$ cat src/rtl/apf_cfg.svh
`ifndef APF_CFG_SVH
`define APF_CFG_SVH

// ----------------------------------------------------------------------
// Register map
// ----------------------------------------------------------------------
`define APF_ADDR_W        12
`define APF_CTRL_OFFSET   12'h000
`define APF_CTRL_RESET    8'h00
`define APF_CTRL_WMASK    8'h7f
`define APF_RDATA_ZERO    32'h0000_0000
`define APF_RDATA_PAD     24'h00_0000

// ----------------------------------------------------------------------
// Field positions inside the control register
// ----------------------------------------------------------------------
`define APF_BIT_CAPCMP_CH2  0
`define APF_BIT_SLAVE_SEL   1
`define APF_BIT_COMP2_OUT   2
`define APF_BIT_SR_INV      3
`define APF_BIT_PWM2_B      4
`define APF_BIT_TIMER1_GATE 5
`define APF_BIT_CAPCMP_CH3  6
`define APF_LANE_LOW        0

// ----------------------------------------------------------------------
// Strap capture timing and synchroniser lane order
// ----------------------------------------------------------------------
`define APF_STRAP_SETTLE  2'h3
`define APF_STRAP_CNT_ONE 2'h1
`define APF_SYNC_B5       0
`define APF_SYNC_C4       1
`define APF_SYNC_STRAP    2
`define APF_SYNC_W        3

`endif

$ cat src/rtl/apf_pkg.sv
package apf_pkg;

	// ------------------------------------------------------------------
	// Shared types
	// ------------------------------------------------------------------

	// Register slave phase tracking.
	typedef enum logic [0:0] {
		apf_idle,
		apf_access
	} apf_apb_state_type;

	// Package variant, caught from a strap after reset.
	typedef enum logic [0:0] {
		apf_pkg_small,
		apf_pkg_large
	} apf_pkg_variant_type;

endpackage

$ cat src/rtl/apf_sync2.sv
`timescale 1ns/10ps

// ----------------------------------------------------------------------
// Two-stage synchroniser for pin inputs
// ----------------------------------------------------------------------

// The first stage feeds only the second, so no logic sees a metastable
// value.
module apf_sync2 #(
	parameter int WIDTH = 1
) (
	input  wire logic             clk,
	input  wire logic             rst_n,
	input  wire logic [WIDTH-1:0] async_in,
	output logic      [WIDTH-1:0] sync_out
);

	logic [WIDTH-1:0] stage1;

	// Both stages clear under reset to a constant.
	always_ff @(posedge clk or negedge rst_n) begin
		if (!rst_n) begin
			stage1   <= '0;
			sync_out <= '0;
		end else begin
			stage1   <= async_in;
			sync_out <= stage1;
		end
	end

endmodule

$ cat src/rtl/apf_pin_drive.sv
`timescale 1ns/10ps

// ----------------------------------------------------------------------
// Registered output cell for one routed pin
// ----------------------------------------------------------------------

// Drives the pin level and an active-low enable from flip-flops, so the
// pad never sees a glitch from the routing decode.
module apf_pin_drive (
	input  wire logic clk,
	input  wire logic rst_n,
	input  wire logic drive_en,
	input  wire logic drive_val,
	output logic      pin_out,
	output logic      pin_oe_n
);

	logic next_pin_out;
	logic next_pin_oe_n;

	// An unselected pin is released and its level parked low.
	always_comb begin
		next_pin_out  = drive_en ? drive_val : 1'b0;
		next_pin_oe_n = ~drive_en;
	end

	// Reset leaves the pin released.
	always_ff @(posedge clk or negedge rst_n) begin
		if (!rst_n) begin
			pin_out  <= 1'b0;
			pin_oe_n <= 1'b1;
		end else begin
			pin_out  <= next_pin_out;
			pin_oe_n <= next_pin_oe_n;
		end
	end

endmodule

$ cat src/rtl/apf_top.sv
`timescale 1ns/10ps
`include "apf_cfg.svh"

// Overview of operation
// - Channel 3 on B5 when set; small package: channel 3 clear goes to C6
// - Large package: channel 3 clear goes to E0
// - Gate select clear: timer gate from B5
// - Gate select set: timer gate from C4
// - PWM B select clear: PWM B on C0
// - Small package: PWM B select set moves to B5 unless channel 3 select is set
module apf_top
	import apf_pkg::*;
(
	input  wire logic                   pclk,
	input  wire logic                   presetn,
	input  wire logic [`APF_ADDR_W-1:0] paddr,
	input  wire logic                   psel,
	input  wire logic                   penable,
	input  wire logic                   pwrite,
	input  wire logic [31:0]            pwdata,
	input  wire logic [3:0]             pstrb,
	output logic      [31:0]            prdata,
	output logic                        pready,
	output logic                        pslverr,
	input  wire logic                   large_package,
	input  wire logic                   capcmp_ch3_output,
	input  wire logic                   pwm2_b_output,
	output logic                        timer1_gate_input,
	input  wire logic                   port_b_pin5_in,
	output logic                        port_b_pin5_out,
	output logic                        port_b_pin5_oe_n,
	input  wire logic                   port_c_pin4_in,
	output logic                        port_c_pin6_out,
	output logic                        port_c_pin6_oe_n,
	output logic                        port_e_pin0_out,
	output logic                        port_e_pin0_oe_n,
	output logic                        port_c_pin0_out,
	output logic                        port_c_pin0_oe_n,
	output logic                        port_d_pin2_out,
	output logic                        port_d_pin2_oe_n,
	output logic                        package_is_large,
	output logic                        sr_latch_inv_route_sel,
	output logic                        comparator2_out_route_sel,
	output logic                        slave_select_route_sel,
	output logic                        capcmp_ch2_route_sel
);

	// ------------------------------------------------------------------
	// Declarations
	// ------------------------------------------------------------------

	apf_apb_state_type   state;
	apf_apb_state_type   next_state;
	logic [7:0]          ctrl;
	logic [7:0]          next_ctrl;
	logic [31:0]         next_prdata;
	logic                next_pready;
	logic                next_pslverr;
	logic                addr_hit;
	logic                write_commit;

	logic [`APF_SYNC_W-1:0] pins_sync;
	logic [1:0]          strap_cnt;
	logic [1:0]          next_strap_cnt;
	apf_pkg_variant_type pkg_variant;
	apf_pkg_variant_type next_pkg_variant;
	logic                next_package_is_large;

	logic                is_large;
	logic                ch3_on_b5;
	logic                pwm2b_on_b5;
	logic                pwm2b_on_c0;
	logic                pwm2b_on_d2;
	logic                b5_drive_en;
	logic                b5_drive_val;
	logic                next_gate;

	// ------------------------------------------------------------------
	// Pin input synchronisers
	// ------------------------------------------------------------------

	// Pad levels and the package strap come from outside the clock
	// domain, so all of them pass two flip-flops before any decode.
	apf_sync2 #(
		.WIDTH (`APF_SYNC_W)
	) u_pin_sync (
		.clk      (pclk),
		.rst_n    (presetn),
		.async_in ({large_package, port_c_pin4_in, port_b_pin5_in}),
		.sync_out (pins_sync)
	);

	// ------------------------------------------------------------------
	// Register bus slave
	// ------------------------------------------------------------------

	// Only one word is mapped; every other address answers with an error.
	assign addr_hit = (paddr == `APF_CTRL_OFFSET);

	// The write lands on the edge that closes the access phase.
	assign write_commit = (state == apf_access) && psel && penable &&
		pwrite && addr_hit && pstrb[`APF_LANE_LOW];

	// The answer is prepared during setup so that pready can come
	// straight from a flip-flop with no wait state in the access phase.
	always_comb begin
		next_state   = state;
		next_ctrl    = ctrl;
		next_prdata  = prdata;
		next_pready  = 1'b0;
		next_pslverr = 1'b0;
		case (state)
			apf_idle: begin
				if (psel && !penable) begin
					next_state   = apf_access;
					next_pready  = 1'b1;
					next_pslverr = ~addr_hit;
					if (!pwrite && addr_hit) begin
						// Unimplemented top bit always reads zero.
						next_prdata = {`APF_RDATA_PAD,
							ctrl & `APF_CTRL_WMASK};
					end else begin
						next_prdata = `APF_RDATA_ZERO;
					end
				end
			end
			apf_access: begin
				next_state = apf_idle;
				if (write_commit) begin
					// Writes to the top bit are dropped.
					next_ctrl = pwdata[7:0] & `APF_CTRL_WMASK;
				end
			end
			default: begin
				next_state = apf_idle;
			end
		endcase
	end

	// A reset of any kind returns every route to its default pin.
	always_ff @(posedge pclk or negedge presetn) begin
		if (!presetn) begin
			state   <= apf_idle;
			ctrl    <= `APF_CTRL_RESET;
			prdata  <= `APF_RDATA_ZERO;
			pready  <= 1'b0;
			pslverr <= 1'b0;
		end else begin
			state   <= next_state;
			ctrl    <= next_ctrl;
			prdata  <= next_prdata;
			pready  <= next_pready;
			pslverr <= next_pslverr;
		end
	end

	// ------------------------------------------------------------------
	// Package strap capture
	// ------------------------------------------------------------------

	// The strap is taken once, after the synchroniser has filled with
	// real pad samples; until then the small package is assumed, so on a large
	// package channel 3 is driven on C6 for the first few cycles after reset.
	always_comb begin
		next_strap_cnt        = strap_cnt;
		next_pkg_variant      = pkg_variant;
		next_package_is_large = package_is_large;
		if (strap_cnt != `APF_STRAP_SETTLE) begin
			next_strap_cnt = strap_cnt + `APF_STRAP_CNT_ONE;
			if (strap_cnt == (`APF_STRAP_SETTLE - `APF_STRAP_CNT_ONE)) begin
				next_pkg_variant = pins_sync[`APF_SYNC_STRAP] ?
					apf_pkg_large : apf_pkg_small;
				next_package_is_large = pins_sync[`APF_SYNC_STRAP];
			end
		end
	end

	// Constants only under reset; the pad level is caught afterwards.
	always_ff @(posedge pclk or negedge presetn) begin
		if (!presetn) begin
			strap_cnt        <= 2'h0;
			pkg_variant      <= apf_pkg_small;
			package_is_large <= 1'b0;
		end else begin
			strap_cnt        <= next_strap_cnt;
			pkg_variant      <= next_pkg_variant;
			package_is_large <= next_package_is_large;
		end
	end

	// ------------------------------------------------------------------
	// Route decode
	// ------------------------------------------------------------------

	assign is_large = (pkg_variant == apf_pkg_large);

	// Channel 3 sits on B5 whenever its select is set, on any package.
	assign ch3_on_b5 = ctrl[`APF_BIT_CAPCMP_CH3];

	// PWM B stays on C0 while its select is clear.
	assign pwm2b_on_c0 = ~ctrl[`APF_BIT_PWM2_B];

	// Set select on the small package moves PWM B onto B5 unless channel 3 select is set.
	assign pwm2b_on_b5 = ctrl[`APF_BIT_PWM2_B] && !is_large;

	// The large package has its own alternate pin for PWM B.
	assign pwm2b_on_d2 = ctrl[`APF_BIT_PWM2_B] && is_large;

	// B5 can be claimed by two outputs at once; channel 3 wins so that
	// a careless setting never shorts two drivers onto the pad.
	always_comb begin
		b5_drive_en  = ch3_on_b5 || pwm2b_on_b5;
		b5_drive_val = ch3_on_b5 ? capcmp_ch3_output : pwm2_b_output;
	end

	// ------------------------------------------------------------------
	// Timer 1 gate input selection
	// ------------------------------------------------------------------

	// The gate source follows its select bit; both pads are already
	// synchronised so switching cannot expose a metastable level.
	always_comb begin
		if (ctrl[`APF_BIT_TIMER1_GATE]) begin
			next_gate = pins_sync[`APF_SYNC_C4];
		end else begin
			next_gate = pins_sync[`APF_SYNC_B5];
		end
	end

	// The gate reaches the timer from a flip-flop.
	always_ff @(posedge pclk or negedge presetn) begin
		if (!presetn) begin
			timer1_gate_input <= 1'b0;
		end else begin
			timer1_gate_input <= next_gate;
		end
	end

	// ------------------------------------------------------------------
	// Pin drivers
	// ------------------------------------------------------------------

	// A new routing shows on the pads one edge after the write edge.
	apf_pin_drive u_drv_b5 (
		.clk       (pclk),
		.rst_n     (presetn),
		.drive_en  (b5_drive_en),
		.drive_val (b5_drive_val),
		.pin_out   (port_b_pin5_out),
		.pin_oe_n  (port_b_pin5_oe_n)
	);

	// Small package fallback pin for channel 3.
	apf_pin_drive u_drv_c6 (
		.clk       (pclk),
		.rst_n     (presetn),
		.drive_en  (!ch3_on_b5 && !is_large),
		.drive_val (capcmp_ch3_output),
		.pin_out   (port_c_pin6_out),
		.pin_oe_n  (port_c_pin6_oe_n)
	);

	// Large package fallback pin for channel 3.
	apf_pin_drive u_drv_e0 (
		.clk       (pclk),
		.rst_n     (presetn),
		.drive_en  (!ch3_on_b5 && is_large),
		.drive_val (capcmp_ch3_output),
		.pin_out   (port_e_pin0_out),
		.pin_oe_n  (port_e_pin0_oe_n)
	);

	// Default pin for PWM B on both packages.
	apf_pin_drive u_drv_c0 (
		.clk       (pclk),
		.rst_n     (presetn),
		.drive_en  (pwm2b_on_c0),
		.drive_val (pwm2_b_output),
		.pin_out   (port_c_pin0_out),
		.pin_oe_n  (port_c_pin0_oe_n)
	);

	// Alternate PWM B pin present only on the large package.
	apf_pin_drive u_drv_d2 (
		.clk       (pclk),
		.rst_n     (presetn),
		.drive_en  (pwm2b_on_d2),
		.drive_val (pwm2_b_output),
		.pin_out   (port_d_pin2_out),
		.pin_oe_n  (port_d_pin2_oe_n)
	);

	// ------------------------------------------------------------------
	// Remaining select bits
	// ------------------------------------------------------------------

	// These routes belong to other pad groups; the bits are exported
	// straight from the register so those groups can decode them.
	assign sr_latch_inv_route_sel    = ctrl[`APF_BIT_SR_INV];
	assign comparator2_out_route_sel = ctrl[`APF_BIT_COMP2_OUT];
	assign slave_select_route_sel    = ctrl[`APF_BIT_SLAVE_SEL];
	assign capcmp_ch2_route_sel      = ctrl[`APF_BIT_CAPCMP_CH2];

endmodule

$ cat config.mk
export PLATFORM = sky130hd
export DESIGN_NAME = apf_top
export DESIGN_NICKNAME = d
export VERILOG_FILES = /design/src/rtl/apf_pkg.sv /design/src/rtl/apf_sync2.sv /design/src/rtl/apf_pin_drive.sv /design/src/rtl/apf_top.sv
export VERILOG_INCLUDE_DIRS = /design/src /design/src/rtl
export SDC_FILE = /design/constraint.sdc
export NUM_CORES = 1
export LEC_CHECK = 0
export ABC_CLOCK_PERIOD_IN_PS = 1600
export BUFFER_PORTS_ARGS = -buffer_cell sky130_fd_sc_hd__buf_2
export CORE_MARGIN = 1
export CORE_UTILIZATION = 40
export DETAILED_ROUTE_END_ITERATION = 10
export PLACE_DENSITY = 0.91
export SETUP_SLACK_MARGIN = 0.4
export SYNTH_ARGS = -nofsm -noshare
export SYNTH_HDL_FRONTEND = slang
export SYNTH_SLANG_ARGS = --single-unit
$ cat constraint.sdc
create_clock -name pclk -period 1.6 [get_ports pclk]
set_input_delay 0.08 -clock pclk [delete_from_list [all_inputs] [get_ports pclk]]
set_output_delay 0.08 -clock pclk [all_outputs]
set_load 0.02 [all_outputs]
==> results of run 1 <==
==> path summary, 6_finish.rpt <==
path	slack, ns	endpoint	depth (start not counted)	startpoint
worst max-delay path	0.30	ctrl[4]$_DFFE_PN0P_	5	paddr[8]
worst min-delay path	0.02	u_drv_c6.pin_out$_DFF_PN0_	2	capcmp_ch3_output
worst max register to register	0.36	ctrl[4]$_DFFE_PN0P_	4	pready$_DFF_PN0_
worst min register to register	0.36	u_pin_sync.sync_out[2]$_DFF_PN0_	0	u_pin_sync.stage1[2]$_DFF_PN0_
max in group asynchronous	0.71	pready$_DFF_PN0_	2	presetn
min in group asynchronous	0.36	u_pin_sync.stage1[1]$_DFF_PN0_	2	presetn
==> area by class of cell <==
type | count | area share (%)
Sequential cell | 36 | 46.2
Timing Repair Buffer | 71 | 22.6
Multi-Input combinational cell | 69 | 24.9
Tap cell | 46 | 2.93
Clock buffer | 5 | 1.91
Inverter | 3 | 0.573
Clock inverter | 3 | 0.954
==> registers in the layout, summed over array words and instances, names as in the netlist, 2 cells and up <==
name	flops
u_pin_sync.stage1	3
u_pin_sync.sync_out	3
strap_cnt	2
ctrl	7
prdata	7
==> worst max-delay path, delay by kind of cell <==
kind	cells	cell delay, ns
buffers and inverters	2	0.28
multiplexers	1	0.30
AND/OR/NAND/NOR	2	0.86
==> where the power goes <==
group	total [mW]	internal (mW)	switching, mW
clock network	0.460	0.169	0.291
logic	0.185	0.0671	0.118
registers	0.939	0.931	0.00767
==> what timing repair did <==
action | CTS | global route
pin swaps | 5 | 1
endpoints found under the hold margin | 42 | 0
hold buffers | 12 | 0
gates cloned | 0 | 0
setup buffers | 0 | 1
gates resized for setup | 10 | 1
endpoints found under the setup margin | 14 | 7
==> cell families (layout without fill, tap and decap cells) <==
kind of cell	count (synthesis)	after routing	share of synthesized area, %
flip-flops	36	36	62.0
XOR/XNOR	1	1	0.598
other	1	25	0.256
AO/OA/AOI/OAI	10	10	5.21
AND/OR/NAND/NOR	22	22	9.57
adder cells (fa/ha/maj)	2	2	1.71
multiplexers	9	9	6.84
buffers and inverters	29	82	13.8
==> Yosys cell counts, types with 2 or more instances <==
library cell,n,area [um2]
a22o_1,7,61.3
buf_4,25,188
dfrtp_1,31,776
dfstp_2,5,131
ha_1,2,25.0
inv_1,3,11.3
mux2_2,8,90.1
nand2_1,6,22.5
nor2_1,4,15.0
nor3b_1,2,15.0
nor4_1,2,12.5
o21ai_0,2,10.0
==> routing by layer <==
layer	wire length (um)	part of all wire [%]	vias to the layer above
met5	0	0	-
met4	42	1.6	0
met3	137	5.2	5
met2	1380	52	40
met1	1080	41	466
li1	-	-	472
==> stage by stage <==
step | total power [mW] | setup WS (ns) | utilization [%]
final | 1.58 | 0.297 | 57.6
after global routing | 1.66 | 0.272 | 57.6
after CTS | 1.60 | 0.293 | 57.2
after detailed placement | 1.11 | 0.0325 | 50.9
after global placement | 1.11 | 0.0457 | 50.9
after floorplan | 1.09 | 0.141 | -
==> results.toml, run 1 <==
[outcome]
status = "finished clean"

[final_layout]
final-seq-area_um2 = 908
layout.cells.non_filler = 233
fill_cells = 306
layout.cells.most_common = "buf_2"
n_antenna_cell = 0
final_design_area_no_fill_um2 = 1970
fin_nets = 246
multi_input_area_um2 = 489
area_growth_pct = 34.4
drive_above_1_share_pct = 47.1
mostFrequentLayoutCells = "buf_2 (52), dfrtp_1 (30), conb_1 (25), dlygate4sd3_1 (12)"

[grt]
top_usage_layer = "met2"
grt_pass1_wl_mm = 4.42
grt_use_total_pct = 15.0
antenna_found_initial = 0
grt_pass1_vias = 970
grt_max_degree = 37
met1_usage_pct = 16.5
grtUsageMet3_pct = 4.93
grt_overflow = 0
use_met2_pct = 26.4

[placed_design]
port_buffers = 54
placed_area_um2 = 1740
dp.cells = 212
gp_congestion = 0.684
dpl.hpwl_mm = 1.75

[synth]
ys_warn_count = 0
synth-main-ff-cell = "dfrtp_1"
ys_ff_latch = 36
synth-edff-count = 0
avgSynthCellArea_um2 = 13.3
synth.cell_area_um2 = 1460
synthArstFlopShare_pct = 100
synth_cell_types = 25
syn_inst = 110
synth-seq-area-share_pct = 62.0

[detailed_routing]
vias = 983
drc_errors = 0
antenna_left = 0
vias_per_cell = 4.22
drt_iter0_markers = 21
wl_per_cell_um = 11.3
wl_mm = 2.64
firstDrtPassIters = 4

[critical_path]
crit_chain = "buf_6, or4_4, nor4_4, buf_6, mux2_4"
startpoint_type = "input port"
worstPathArrival_ns = 1.52
crit_path_end_kind = "flop"
required_ns = 1.82
path_class = "in -> reg"
slowest_stage = "or4_4"
critPathMaxFanout = 7
path_common_cell = "buf_6"
slowest_delay_ns = 0.56

[timing]
hold_violations = 0
fmax_ghz = 0.767
rsz0062_at_grt = "yes"
fin_crit_sh_pct = 81.4
slew_headroom_pct = 49.4
finalCriticalPeriod_ns = 1.30
tns_ns = 0
setup-violations-final = 0
worstMarginPinSlew_ns = 0.760
drv_slew = 0
holdWs_ns = 0.0206
clock_skew_ns = 0.00499

[floorplan]
ioPinCount = 108
die_height_um = 62.5
initial_core_util_pct = 42.9
fp.dieArea_um2 = 3910
coreArea_um2 = 3420
die_x_um = 62.5
rows = 21

[clocking]
cts_buffers = 5
clk_path_buf_depth = 2
clkSinkCount = 36
htreeDepth = 2
cts_root_buf = "clkbuf_4"
clkTransAtPathRegs_ns = 0.10
clkLatencyLatePin_ns = 0.33
cts_tree = "built"

[flow_run]
drv_cap = 0

[power]
p_per_area_nw_per_um2 = 805
ir_drop_v = 0.000577
leakagePower_nw = 1.05

[hold_path]
holdCritPathClass = "in -> reg"
No activity file was read; power rests on OpenSTA's default activity.
==> inputs of run 2 (changes only) <==
- ABC_CLOCK_PERIOD_IN_PS: 1600 -> 1200
- clock period: 1.6 -> 1.2 ns (I/O delays scaled with it)
==> results.toml, run 2 (same netlist as run 1, synthesis figures left out) <==
[timing]
tns_ns = -0.519
setup-violations-final = 7
drv_slew = 0
finalCriticalPeriod_ns = 1.28
setup_slack_ns = -0.0760
rsz0062_at_grt = "yes"
hold_violations = 0
fmax_ghz = 0.784
clock_skew_ns = 0.00571
fin_crit_sh_pct = 106

[critical_path]
slowest_stage = "or4_4"
critPathMaxFanout = 7
crit_family = "simple AND/OR/NAND/NOR gates"
required_ns = 1.41
crit_chain = "buf_6, or4_4, nor4_4, buf_6, mux2_4"
path_buf_inv = 2
path_common_cell = "buf_6"
path_class = "in -> reg"
cp-startpoint = "paddr[3]"
r2r-end = "ctrl[1]$_DFFE_PN0P_"
slowest_delay_ns = 0.55
crit_path_end_kind = "flop"
crit_cells = 5
critPathCapture = "ctrl[1]$_DFFE_PN0P_"
startpoint_type = "input port"
reg2reg_depth = 4
reg2reg_slack_ns = -0.05
reg2reg_from = "pready$_DFF_PN0_"
worstPathArrival_ns = 1.48

[clocking]
clkLatencyLatePin_ns = 0.32
clkSinkCount = 36
cts_tree = "built"
clkTransAtPathRegs_ns = 0.09
cts_buffers = 5
cts_root_buf = "clkbuf_4"
htreeDepth = 2
clk_path_buf_depth = 2

[floorplan]
ioPinCount = 108
coreArea_um2 = 3420
rows = 21
die_x_um = 62.5
fp.dieArea_um2 = 3910
die_height_um = 62.5
initial_core_util_pct = 42.9

[flow_run]
drv_cap = 0

[power]
ir_drop_v = 0.000712
leakagePower_nw = 1.19
p_per_area_nw_per_um2 = 931
power_mw = 2.19

[grt]
grt_use_total_pct = 15.3
grt_max_degree = 17
grt_pass1_vias = 1006
grt_overflow = 0
antenna_found_initial = 0
grt_pass1_wl_mm = 4.53

[detailed_routing]
vias = 1054
vias_per_cell = 4.20
drt_iter0_markers = 12
wl_per_cell_um = 11.5
antenna_left = 0
wl_mm = 2.89
drc_errors = 0
firstDrtPassIters = 4

[final_layout]
fill_cells = 252
drive_above_1_share_pct = 57.6
fin_nets = 264
reg_top3 = "ctrl x7, prdata x7"
mostFrequentLayoutCells = "buf_6 (32), buf_2 (28), dfrtp_1 (27), conb_1 (25), buf_4 (17)"
layout.cells.non_filler = 251
layout.cells.most_common = "buf_6"
area_growth_pct = 60.6
final_design_area_no_fill_um2 = 2350
n_antenna_cell = 0

[hold_path]
holdCritPathClass = "in -> reg"
hold_start = "capcmp_ch3_output"

[placed_design]
gp_congestion = 0.671
dp.cells = 215
dpl.hpwl_mm = 1.76
placed_area_um2 = 1770
port_buffers = 54

[outcome]
violations = "setup timing"
status = "finished, violations left"
-- run 2: cell types whose count changed in the layout (fill, tap and decap cells not counted), sizes merged --
cell    delta
clkinv     -3
clkbuf     +3
buf       +18
-- run 2: worst register-to-register path: cells and delay by family (launching register included) --
kind / cells / cell delay (ns)
and+or+nand+nor: 2 / 0.25
buffers and inverters: 1 / 0.19
DFF: 1 / 0.41
muxes: 1 / 0.31
-- run 2: how the worst min path moves through the flow --
stage / endpoint / slack [ns] / cells past startpoint
after CTS: u_drv_b5.pin_out$_DFF_PN0_ / 0.003 / 3
final: u_drv_b5.pin_out$_DFF_PN0_ / 0.02 / 3
after global placement: u_drv_c6.pin_out$_DFF_PN0_ / -0.02 / 1
after floorplan: ctrl[0]$_DFFE_PN0P_ / -0.24 / 0
after detailed placement: u_pin_sync.sync_out[2]$_DFF_PN0_ / -0.02 / 1
after global routing: u_drv_c6.pin_out$_DFF_PN0_ / 0.009 / 2
-- run 2: area by class of cell --
cell class	count	area, um2	share of cell area [%]
repair buffers	89	748	31.8
inverters	3	16.3	0.692
multi-input cells	69	558	23.7
flip-flops and latches	36	912	38.8
well taps	46	57.6	2.45
clock buffers	8	58.8	2.50
-- run 2: per-layer routing --
| layer | part of all wire (%) | routed length (um) | vias to the layer above | GRT usage, % |
|---|---|---|---|---|
| met2 | 57 | 1650 | 35 | 27.7 |
| met4 | 0.48 | 14 | 0 | 5.23 |
| li1 | - | - | 508 | - |
| met5 | 0 | 0 | - | 0 |
| met1 | 38 | 1100 | 509 | 17.3 |
| met3 | 4.4 | 126 | 2 | 3.83 |
-- run 2: power breakdown --
group	total [mW]	internal, mW	leakage [nW]	switching, mW
Clock	0.637	0.289	0.0326	0.348
Combinational	0.297	0.128	0.712	0.169
Sequential	1.25	1.24	0.446	0.0121
-- run 2: timing repair --
action / in CTS / in global routing
resized for setup: 73 / 9
pin swaps: 18 / 5
gates cloned: 0 / 1
buffers inserted: 13 / 2
hold buffers: 12 / 0
endpoints found under the setup margin: 47 / 51
endpoints found under the hold margin: 44 / 0
-- run 2: through the flow --
stage	setup slack [ns]	hold WS, ns	utilization [%]
global route	-0.128	0.00901	68.8
finish	-0.0760	0.0164	68.8
detailed placement	-0.309	-0.0153	51.9
CTS	-0.0667	0.00284	67.0
global placement	-0.285	-0.0190	51.9
floorplan	-0.254	-0.236	-
